--- src/bstap_pkg.sv ---
// Behaviour
// - Bypass, sample/preload and extest behave as standard
// - Enable option claims three inputs, one output
// - No test reset pin; four signals only
// - Sixteen-state controller, instruction register, data registers
// - Three boundary cells per io cell
// - Other pins give one input or output cell
// - Configuration control pins stay out of register
// - Extest capture samples every boundary cell together
// - Cells 0 and 1: test-output enable, value
// - Last cell is special update cell driving net
// - Bypass is one flop, one stage delay
// - Two user instruction decodes drive select outputs
// - User instructions route user scan-out to output
// - Data register shift clock offered to fabric
// - Idle output is NAND of clock, idle
// - Configure and readback instructions exist
// - Three-bit instruction decode table as listed
// - Io cell order: input, output, enable
package bstap_pkg;

  typedef enum logic [3:0] {
    TS_RESET  = 4'h0,
    TS_IDLE   = 4'h1,
    TS_SEL_DR = 4'h2,
    TS_CAP_DR = 4'h3,
    TS_SH_DR  = 4'h4,
    TS_EX1_DR = 4'h5,
    TS_PAU_DR = 4'h6,
    TS_EX2_DR = 4'h7,
    TS_UPD_DR = 4'h8,
    TS_SEL_IR = 4'h9,
    TS_CAP_IR = 4'ha,
    TS_SH_IR  = 4'hb,
    TS_EX1_IR = 4'hc,
    TS_PAU_IR = 4'hd,
    TS_EX2_IR = 4'he,
    TS_UPD_IR = 4'hf
  } bstap_state_t;

  typedef enum logic [2:0] {
    IN_EXTEST    = 3'h0,
    IN_SAMPLE    = 3'h1,
    IN_USER1     = 3'h2,
    IN_USER2     = 3'h3,
    IN_READBACK  = 3'h4,
    IN_CONFIGURE = 3'h5,
    IN_RESERVED  = 3'h6,
    IN_BYPASS    = 3'h7
  } bstap_instr_t;

  localparam int          BSTAP_IR_W        = 3;
  localparam logic [2:0]  BSTAP_IR_CAPTURE  = 3'h1;
  localparam int          BSTAP_CELLS_PER_IO = 3;
  localparam int          BSTAP_POS_TDO_OE  = 0;
  localparam int          BSTAP_POS_TDO_VAL = 1;
  localparam int          BSTAP_POS_FIRST_IO = 2;
  localparam int          BSTAP_OFS_IN      = 0;
  localparam int          BSTAP_OFS_OUT     = 1;
  localparam int          BSTAP_OFS_OE      = 2;
  localparam int          BSTAP_SPECIAL_CELLS = 3;

endpackage : bstap_pkg

--- src/bstap_tap.sv ---
`timescale 1ns/1ns
`default_nettype none
module bstap_tap
  import bstap_pkg::*;
#(
  parameter int N_IO  = 8,                  // Bidirectional io cells
  parameter int N_IN  = 2,                  // Input-only pins
  parameter int N_OUT = 1                   // Output-only pins
) (
  input  wire logic             clk,                // 20 MHz system clock
  input  wire logic             rst,                // Sync reset, active high
  input  wire logic             scan_enable,        // Test option enabled
  input  wire logic             tck,                // Test clock pin
  input  wire logic             tms,                // Mode select pin
  input  wire logic             tdi,                // Serial data in pin
  output logic                  tdo,                // Serial data out pin
  output logic                  tdo_oe,             // High while driving tdo
  input  wire logic [N_IO-1:0]  io_pin_in,          // Io cell pad levels
  input  wire logic [N_IO-1:0]  io_core_out,        // Fabric output values
  input  wire logic [N_IO-1:0]  io_core_oe,         // Fabric output enables
  output logic      [N_IO-1:0]  io_pin_out,         // Io cell pad drive value
  output logic      [N_IO-1:0]  io_pin_oe,          // Io cell pad drive enable
  input  wire logic [N_IN-1:0]  in_pin,             // Input-only pad levels
  input  wire logic [N_OUT-1:0] out_core,           // Fabric values for out pins
  output logic      [N_OUT-1:0] out_pin,            // Output-only pad values
  input  wire logic             tdo_t_capture,      // Internal net into cell 0
  input  wire logic             tdo_o_capture,      // Internal net into cell 1
  output logic                  special_update_cell,// Last cell update value
  output logic                  user_one_select,    // User one decode
  output logic                  user_two_select,    // User two decode
  input  wire logic             user_one_scan_out,  // Fabric serial data, user one
  input  wire logic             user_two_scan_out,  // Fabric serial data, user two
  output logic                  user_shift_clock,   // Data register clock to fabric
  output logic                  user_idle_gate,     // NAND of tck and idle
  output logic                  config_select,      // Configure instruction active
  output logic                  readback_select,    // Readback instruction active
  output logic                  config_shift,       // Shift-DR rising edge strobe
  output logic                  config_data,        // Sampled tdi for configuration
  input  wire logic             config_dout,        // Configuration chain output
  input  wire logic             readback_data       // Readback serial data
);

  // Configuration restart, clock and done pins have no cells here
  localparam int L = BSTAP_SPECIAL_CELLS + BSTAP_CELLS_PER_IO * N_IO + N_IN + N_OUT;
  localparam int POS_IN_ONLY  = BSTAP_POS_FIRST_IO + BSTAP_CELLS_PER_IO * N_IO;
  localparam int POS_OUT_ONLY = POS_IN_ONLY + N_IN;
  localparam int POS_LAST     = L - 1;

  // All state in one record, registered in one place
  typedef struct packed {
    logic                tck_s1;
    logic                tck_s2;
    logic                tck_s3;
    logic                tms_s1;
    logic                tms_s2;
    logic                tdi_s1;
    logic                tdi_s2;
    logic [N_IO-1:0]     io_s1;
    logic [N_IO-1:0]     io_s2;
    logic [N_IN-1:0]     in_s1;
    logic [N_IN-1:0]     in_s2;
    bstap_state_t        state;
    logic [BSTAP_IR_W-1:0] ir_sh;
    bstap_instr_t        ir;
    logic                bypass;
    logic [L-1:0]        bsr;
    logic [L-1:0]        upd;
    logic                tdo;
    logic                tdo_oe;
    logic [N_IO-1:0]     pin_out;
    logic [N_IO-1:0]     pin_oe;
    logic [N_OUT-1:0]    out_pin;
    logic                shift_clk;
    logic                idle_gate;
    logic                cfg_shift;
    logic                cfg_data;
  } bstap_regs_t;

  bstap_regs_t s_r;
  bstap_regs_t s_nxt;

  // Standard controller graph; m is the synchronised mode bit
  function automatic bstap_state_t tap_next(input bstap_state_t st, input logic m);
    bstap_state_t r;
    r = st;
    unique case (st)
      TS_RESET: begin
        r = m ? TS_RESET  : TS_IDLE;
      end
      TS_IDLE: begin
        r = m ? TS_SEL_DR : TS_IDLE;
      end
      TS_SEL_DR: begin
        r = m ? TS_SEL_IR : TS_CAP_DR;
      end
      TS_CAP_DR: begin
        r = m ? TS_EX1_DR : TS_SH_DR;
      end
      TS_SH_DR: begin
        r = m ? TS_EX1_DR : TS_SH_DR;
      end
      TS_EX1_DR: begin
        r = m ? TS_UPD_DR : TS_PAU_DR;
      end
      TS_PAU_DR: begin
        r = m ? TS_EX2_DR : TS_PAU_DR;
      end
      TS_EX2_DR: begin
        r = m ? TS_UPD_DR : TS_SH_DR;
      end
      TS_UPD_DR: begin
        r = m ? TS_SEL_DR : TS_IDLE;
      end
      TS_SEL_IR: begin
        r = m ? TS_RESET  : TS_CAP_IR;
      end
      TS_CAP_IR: begin
        r = m ? TS_EX1_IR : TS_SH_IR;
      end
      TS_SH_IR: begin
        r = m ? TS_EX1_IR : TS_SH_IR;
      end
      TS_EX1_IR: begin
        r = m ? TS_UPD_IR : TS_PAU_IR;
      end
      TS_PAU_IR: begin
        r = m ? TS_EX2_IR : TS_PAU_IR;
      end
      TS_EX2_IR: begin
        r = m ? TS_UPD_IR : TS_SH_IR;
      end
      TS_UPD_IR: begin
        r = m ? TS_SEL_DR : TS_IDLE;
      end
    endcase
    return r;
  endfunction : tap_next

  // Bit index of one cell inside an io cell group
  function automatic int cell_pos(input int k, input int ofs);
    return BSTAP_POS_FIRST_IO + BSTAP_CELLS_PER_IO * k + ofs;
  endfunction : cell_pos

  // Serial output source for the data side, chosen by the held instruction
  function automatic logic tdo_source(input bstap_instr_t ins, input logic bsr0,
                                      input logic byp, input logic u1, input logic u2,
                                      input logic rb, input logic cfg);
    logic v;
    v = byp;
    unique case (ins)
      IN_EXTEST,
      IN_SAMPLE:    v = bsr0;
      IN_USER1:     v = u1;
      IN_USER2:     v = u2;
      IN_READBACK:  v = rb;
      IN_CONFIGURE: v = cfg;
      // Reserved code falls back to bypass so the chain stays intact
      IN_RESERVED,
      IN_BYPASS:    v = byp;
    endcase
    return v;
  endfunction : tdo_source

  logic tck_rise;
  logic tck_fall;
  logic user_dr;
  logic bsr_instr;
  logic extest;
  logic in_cap_dr;
  logic in_sh_dr;
  logic in_sh_ir;
  logic in_idle;

  // Edge strobes last one clk each
  always_comb begin
    in_cap_dr = (s_r.state == TS_CAP_DR);
    in_sh_dr  = (s_r.state == TS_SH_DR);
    in_sh_ir  = (s_r.state == TS_SH_IR);
    in_idle   = (s_r.state == TS_IDLE);
    tck_rise  = s_r.tck_s2 & ~s_r.tck_s3;
    tck_fall  = ~s_r.tck_s2 & s_r.tck_s3;
    user_dr   = (s_r.ir == IN_USER1) || (s_r.ir == IN_USER2);
    bsr_instr = (s_r.ir == IN_EXTEST) || (s_r.ir == IN_SAMPLE);
    extest    = (s_r.ir == IN_EXTEST);
  end

  always_comb begin
    s_nxt = s_r;
    // Pins are asynchronous to clk; two stages before use
    s_nxt.tck_s1 = tck;
    s_nxt.tck_s2 = s_r.tck_s1;
    // Third tck stage only feeds the edge detector
    s_nxt.tck_s3 = s_r.tck_s2;
    s_nxt.tms_s1 = tms;
    s_nxt.tms_s2 = s_r.tms_s1;
    s_nxt.tdi_s1 = tdi;
    s_nxt.tdi_s2 = s_r.tdi_s1;
    s_nxt.io_s1  = io_pin_in;
    s_nxt.io_s2  = s_r.io_s1;
    s_nxt.in_s1  = in_pin;
    s_nxt.in_s2  = s_r.in_s1;
    s_nxt.cfg_shift = 1'b0;

    if (!scan_enable) begin
      // Option off: controller parked, output pin released
      s_nxt.state  = TS_RESET;
      s_nxt.ir     = IN_BYPASS;
      s_nxt.tdo_oe = 1'b0;
    end else if (tck_rise) begin
      // Controller advances on rising test clock only
      s_nxt.state = tap_next(s_r.state, s_r.tms_s2);
      unique case (s_r.state)
        TS_RESET: begin
          // Reset state reloads bypass; reached by five tms-high clocks, by rst or with the option off
          s_nxt.ir = IN_BYPASS;
        end
        TS_CAP_IR: begin
          s_nxt.ir_sh = BSTAP_IR_CAPTURE;
        end
        TS_SH_IR: begin
          s_nxt.ir_sh = {s_r.tdi_s2, s_r.ir_sh[BSTAP_IR_W-1:1]};
        end
        TS_UPD_IR: begin
          // Reserved code is kept and served as bypass
          s_nxt.ir = bstap_instr_t'(s_r.ir_sh);
        end
        TS_CAP_DR: begin
          // Bypass captures zero so a chain can be counted
          s_nxt.bypass = 1'b0;
          if (bsr_instr) begin
            // All cells sampled in the same clock
            s_nxt.bsr[BSTAP_POS_TDO_OE]  = tdo_t_capture;
            s_nxt.bsr[BSTAP_POS_TDO_VAL] = tdo_o_capture;
            for (int k = 0; k < N_IO; k++) begin
              // Input, output, enable within each io cell
              s_nxt.bsr[cell_pos(k, BSTAP_OFS_IN)]  = s_r.io_s2[k];
              s_nxt.bsr[cell_pos(k, BSTAP_OFS_OUT)] = s_r.pin_out[k];
              s_nxt.bsr[cell_pos(k, BSTAP_OFS_OE)]  = s_r.pin_oe[k];
            end
            for (int k = 0; k < N_IN; k++) begin
              s_nxt.bsr[POS_IN_ONLY + k] = s_r.in_s2[k];
            end
            for (int k = 0; k < N_OUT; k++) begin
              s_nxt.bsr[POS_OUT_ONLY + k] = s_r.out_pin[k];
            end
            s_nxt.bsr[POS_LAST] = s_r.upd[POS_LAST];
          end
        end
        TS_SH_DR: begin
          s_nxt.bypass = s_r.tdi_s2;
          if (bsr_instr) begin
            s_nxt.bsr = {s_r.tdi_s2, s_r.bsr[L-1:1]};
          end
          if (s_r.ir == IN_CONFIGURE) begin
            // One-clk strobe; configuration logic takes config_data with it
            s_nxt.cfg_shift = 1'b1;
            s_nxt.cfg_data  = s_r.tdi_s2;
          end
        end
        TS_UPD_DR: begin
          // Preload under sample, drive under extest
          // Update stage moves only here, so pads hold while shifting
          if (bsr_instr) begin
            s_nxt.upd = s_r.bsr;
          end
        end
        default: begin
        end
      endcase
    end else if (tck_fall) begin
      // Output changes on falling test clock
      s_nxt.tdo_oe = in_sh_dr || in_sh_ir;
      if (in_sh_ir) begin
        // Shift-IR shows the instruction shifter
        s_nxt.tdo = s_r.ir_sh[0];
      end else begin
        s_nxt.tdo = tdo_source(s_r.ir, s_r.bsr[0], s_r.bypass, user_one_scan_out,
                               user_two_scan_out, readback_data, config_dout);
      end
    end

    // Pad drive; one clk of latency traded for registered outputs
    for (int k = 0; k < N_IO; k++) begin
      if (extest) begin
        s_nxt.pin_out[k] = s_r.upd[cell_pos(k, BSTAP_OFS_OUT)];
        s_nxt.pin_oe[k]  = s_r.upd[cell_pos(k, BSTAP_OFS_OE)];
      end else begin
        s_nxt.pin_out[k] = io_core_out[k];
        // Configuration owns the pads; fabric may not drive them
        s_nxt.pin_oe[k]  = io_core_oe[k] && (s_r.ir != IN_CONFIGURE);
      end
    end
    for (int k = 0; k < N_OUT; k++) begin
      if (extest) begin
        s_nxt.out_pin[k] = s_r.upd[POS_OUT_ONLY + k];
      end else begin
        s_nxt.out_pin[k] = out_core[k];
      end
    end

    // Clock follows tck only in user capture/shift; parked high otherwise
    if (user_dr && (in_cap_dr || in_sh_dr)) begin
      s_nxt.shift_clk = s_r.tck_s2;
    end else begin
      s_nxt.shift_clk = 1'b1;
    end
    s_nxt.idle_gate = ~(s_r.tck_s2 & in_idle);

    // Synchroniser stages clear to the idle tck level, so no false edge
    if (rst) begin
      s_nxt = '0;
      s_nxt.state     = TS_RESET;
      s_nxt.ir        = IN_BYPASS;
      s_nxt.ir_sh     = BSTAP_IR_CAPTURE;
      s_nxt.shift_clk = 1'b1;
      s_nxt.idle_gate = 1'b1;
    end
  end

  always_ff @(posedge clk) begin
    s_r <= s_nxt;
  end

  // Selects decode straight from the held instruction
  always_comb begin
    tdo                 = s_r.tdo;
    tdo_oe              = s_r.tdo_oe;
    io_pin_out          = s_r.pin_out;
    io_pin_oe           = s_r.pin_oe;
    out_pin             = s_r.out_pin;
    special_update_cell = s_r.upd[POS_LAST];
    user_one_select     = (s_r.ir == IN_USER1);
    user_two_select     = (s_r.ir == IN_USER2);
    user_shift_clock    = s_r.shift_clk;
    user_idle_gate      = s_r.idle_gate;
    config_select       = (s_r.ir == IN_CONFIGURE);
    readback_select     = (s_r.ir == IN_READBACK);
    config_shift        = s_r.cfg_shift;
    config_data         = s_r.cfg_data;
  end

endmodule : bstap_tap
`default_nettype wire

--- config.mk ---
export PLATFORM = sky130hd
export DESIGN_NAME = bstap_tap
export DESIGN_NICKNAME = d
export VERILOG_FILES = /design/src/bstap_pkg.sv /design/src/bstap_tap.sv
export SDC_FILE = /design/constraint.sdc
export NUM_CORES = 1
export LEC_CHECK = 0
export ABC_AREA = 1
export BUFFER_PORTS_ARGS = -buffer_cell sky130_fd_sc_hd__buf_2
export CAP_MARGIN = 10
export CELL_PAD_IN_SITES_DETAIL_PLACEMENT = 1
export CELL_PAD_IN_SITES_GLOBAL_PLACEMENT = 1
export CORE_MARGIN = 1
export CORE_UTILIZATION = 40
export CTS_CLUSTER_SIZE = 28
export DETAILED_ROUTE_END_ITERATION = 8
export HOLD_SLACK_MARGIN = 0.15
export PLACE_DENSITY = 0.76
export SYNTH_ARGS = -nofsm -noshare
export SYNTH_HDL_FRONTEND = slang
export SYNTH_SLANG_ARGS = --single-unit
--- constraint.sdc ---
create_clock -name clk -period 1.9 [get_ports clk]
set_input_delay 0.19 -clock clk [delete_from_list [all_inputs] [get_ports clk]]
set_output_delay 0.19 -clock clk [all_outputs]
set_load 0.05 [all_outputs]
==> summary.md <==
| Metric | Value |
|---|---|
| Status | `finished clean` |
| Power Density | `834 nW/um^2` |
| Number of antenna diodes | `0` |
| Grt total ovfl | `0` |
| Fin util | `~50%` |
| Largest family of logic cells by synthesized area | `compound AO/OA/AOI/OAI gates` |
| Synth Area in Compound Gates | `between 10% and 20%` |
| CP max stage delay | `0.46 ns` |
| Req. time, crit path | `1.71 ns` |
| DRC | `0` |
| Worst Hold Class | `primary input to flip-flop` |
| Seq cells post-synth | `around 110` |
| Synth unique cells | `30` |
| CP delay by family, top | `flip-flops` |
| Sequential area share after synthesis | `a little under half` |
| DIE HEIGHT | `between 100 and 150 um` |
| Postcts setup bufs | `0` |
| Synth Area in Adders | `0%` |
| Via/cell ratio | `just under 5` |
| CTS buffer count | `9` |
| Initial Util | `41.5%` |
| Largest net degree at the start of global routing | `46` |
| # IOs | `between 60 and 70` |
| Clock tree sinks | `between 100 and 150` |
| Via count of the first global-routing pass | `about 4000` |
| Fill cell count | `between 1000 and 1500` |
| Synth Area per Inst | `between 7 and 8 um^2` |
| First-pass GRT wire length | `about 19000 um` |
| H-tree Lvls | `3` |
| Placed Cells | `~770` |
| Mapped Nets | `roughly 630` |
| Layout cell share with drive strength beyond 1 | `19.6%` |
| Final hold vios | `0` |
| Placeable Area | `between 10000 and 15000 um^2` |
| Synth Area in Simple Gates | `18.5%` |
| Worst-path clk slew | `~0.070 ns` |
| FP Rows | `38` |
| Mapped Area | `~4600 um^2` |
| Max-Cap Viols | `0` |
| Gp weighted congestion | `roughly 0.87` |
| Remaining antenna violation count after routing | `0` |
| DR WL/cell | `14.1 um` |
| Worst-skew pair later-pin latency | `between 0.3 and 0.4 ns` |
| Number of buffers added on ports | `66` |
| Area of the die | `approximately 12000 um^2` |
| Max frequency | `between 500 and 600 MHz` |
| Final setup violation count | `0` |
| WL final | `around 11000 um` |
| Buf/Inv on CP | `2` |
| Tmin final | `1.71 ns` |
| Worst path slowest cell | `dfxtp_1` |
| Max_slew headroom | `between 60% and 70%` |
| Leak | `around 2.4 nW` |
| Worst setup EP type | `output pin` |
| Final period util | `89.8%` |
| Nets@finish | `707` |
| CP Cell Sequence | `inv_1, nor3_2, buf_2` |
| Final std cells w/o fill | `between 800 and 900` |
| Critical path arrival | `around 1.5 ns` |
| Worst-path maximum fanout | `6` |
| Ys Warns | `0` |
| Worst-margin pin slew | `around 0.5 ns` |
| DIE WIDTH | `109 um` |
| GRT Total Usage | `between 20% and 30%` |
| Worst Skew | `about 0.0069 ns` |
| Clock Path Buffers | `2` |
| Most frequent cells in the layout | `dfxtp_1 (108), inv_1 (79), nor2_1 (78), nand2_1 (72), buf_2 (66)` |
| Post-synthesis mux area share | `0%` |
| Final TNS setup | `0 ns` |
| Vias | `3961` |
| Critical path startpoint category | `flip-flop` |
| Commonest non-fill, non-tap cell in the layout | `dfxtp_1` |
| CTS tree | `built` |
| Root Driver | `clkbuf_16` |
| Iteration-0 DRC Markers | `roughly 140` |
| RSZ-0062 raised after global routing | `false` |
| Initial antenna violation count | `0` |
| Crit Path Class | `flip-flop to output pin` |
| Drt pass-1 iters | `4` |
| Fin. max-slew vios | `0` |
| Max VDD drop | `just over 0.4 mV` |
| Post-synthesis xor/xnor area fraction | `0%` |
| Syn-to-layout area delta | `20.3%` |
| Synthesized instance count | `around 600` |
| Detail Placement HPWL | `between 7000 and 8000 um` |
==> timing repair <==
action	4_1_cts	5_1_grt
endpoints found under the hold margin	28	0
resized for setup	0	1
endpoints found under the setup margin	0	2
hold buffers	28	0
==> report_power, final <==
| part | total (mW) | internal (mW) | switching (mW) |
|---|---|---|---|
| Combinational | 0.333 | 0.131 | 0.202 |
| Sequential | 2.35 | 2.33 | 0.0238 |
| Clock | 1.88 | 1.03 | 0.857 |
| Total | 4.57 | 3.49 | 1.08 |
==> final cells by class <==
type	instances	area, um^2	area share (%)
Sequential cell	109	2180	39.9
Multi-Input combinational cell	356	1760	32.1
Timing Repair Buffer	108	753	13.8
Inverter	84	315	5.76
Clock buffer	11	233	4.25
Tap cell	140	175	3.20
Clock inverter	5	58.8	1.07
==> cell families (layout without fill, tap and decap cells) <==
| kind of cell | Yosys count | count (layout) |
|---|---|---|
| AOI/OAI and AO/OA | 163 | 163 |
| buffers and inverters | 130 | 208 |
| and+or+nand+nor | 193 | 193 |
| DFF | 109 | 109 |
==> final timing paths <==
kind	from	end	slack, ns	cells past startpoint
min	io_core_oe[3]	io_pin_oe[3]	0.16	3
max	s_r[84]	config_select	0.19	3
max reg2reg	s_r[92]	s_r[56]	0.20	8
min reg2reg	s_r[97]	s_r[95]	0.40	2
==> cell usage after synthesis <==
cell type | count | area, um^2
o21ai_0 | 52 | 260
inv_1 | 79 | 297
buf_2 | 3 | 15.0
a211oi_1 | 1 | 7.51
a21oi_2 | 13 | 114
nand3_1 | 14 | 70.1
nor2_2 | 1 | 6.26
buf_4 | 19 | 143
a21oi_1 | 49 | 245
nor3_4 | 1 | 16.3
nand3b_1 | 1 | 7.51
inv_2 | 4 | 15.0
o22ai_1 | 3 | 18.8
clkbuf_1 | 16 | 60.1
nor2_1 | 78 | 293
dfxtp_1 | 109 | 2180
a31oi_1 | 1 | 6.26
o21ai_1 | 37 | 185
nand4_1 | 2 | 12.5
or2_2 | 1 | 6.26
buf_6 | 8 | 90.1
nor2_4 | 4 | 45.0
a21oi_4 | 1 | 16.3
o21ai_2 | 5 | 43.8
clkinv_1 | 1 | 3.75
o221ai_1 | 1 | 8.76
nand2_2 | 2 | 12.5
nand2_1 | 72 | 270
nor3_1 | 14 | 70.1
nand2_4 | 3 | 33.8
==> registers in the layout, indices dropped and copies added, names as in the netlist <==
name and flops:
out_pin 1, user_shift_clock 1, io_pin_oe 8, config_data 1, tdo 1, tdo_oe 1, io_pin_out 8, special_update_cell 1
user_idle_gate 1, config_shift 1, s_r 85
==> tightest hold or removal path: stages <==
cell and delay [ns]:
buf_2 0.09, nor2_1 0.11, nor3_1 0.07
==> through the flow <==
step | total power, mW | hold slack [ns] | cell area, um^2 | worst slack (ns)
3_3_place_gp | 2.69 | 0.390 | 4900 | 0.333
6_report | 4.57 | 0.162 | 5480 | 0.193
5_1_grt | 4.75 | 0.186 | 5480 | 0.0520
2_1_floorplan | 2.62 | 0.297 | 4560 | 0.151
3_5_place_dp | 2.69 | 0.396 | 4900 | 0.256
4_1_cts | 4.61 | 0.155 | 5480 | 0.0964
==> layer usage <==
layer,vias to the layer above,GRT usage [%],share of wire (%)
li1,2034,-,-
met1,1845,25.7,47
met2,68,34.9,48
met3,14,4.00,3.8
met4,0,8.30,1.6
met5,-,0,0
No activity file was read; power rests on OpenSTA's default activity.
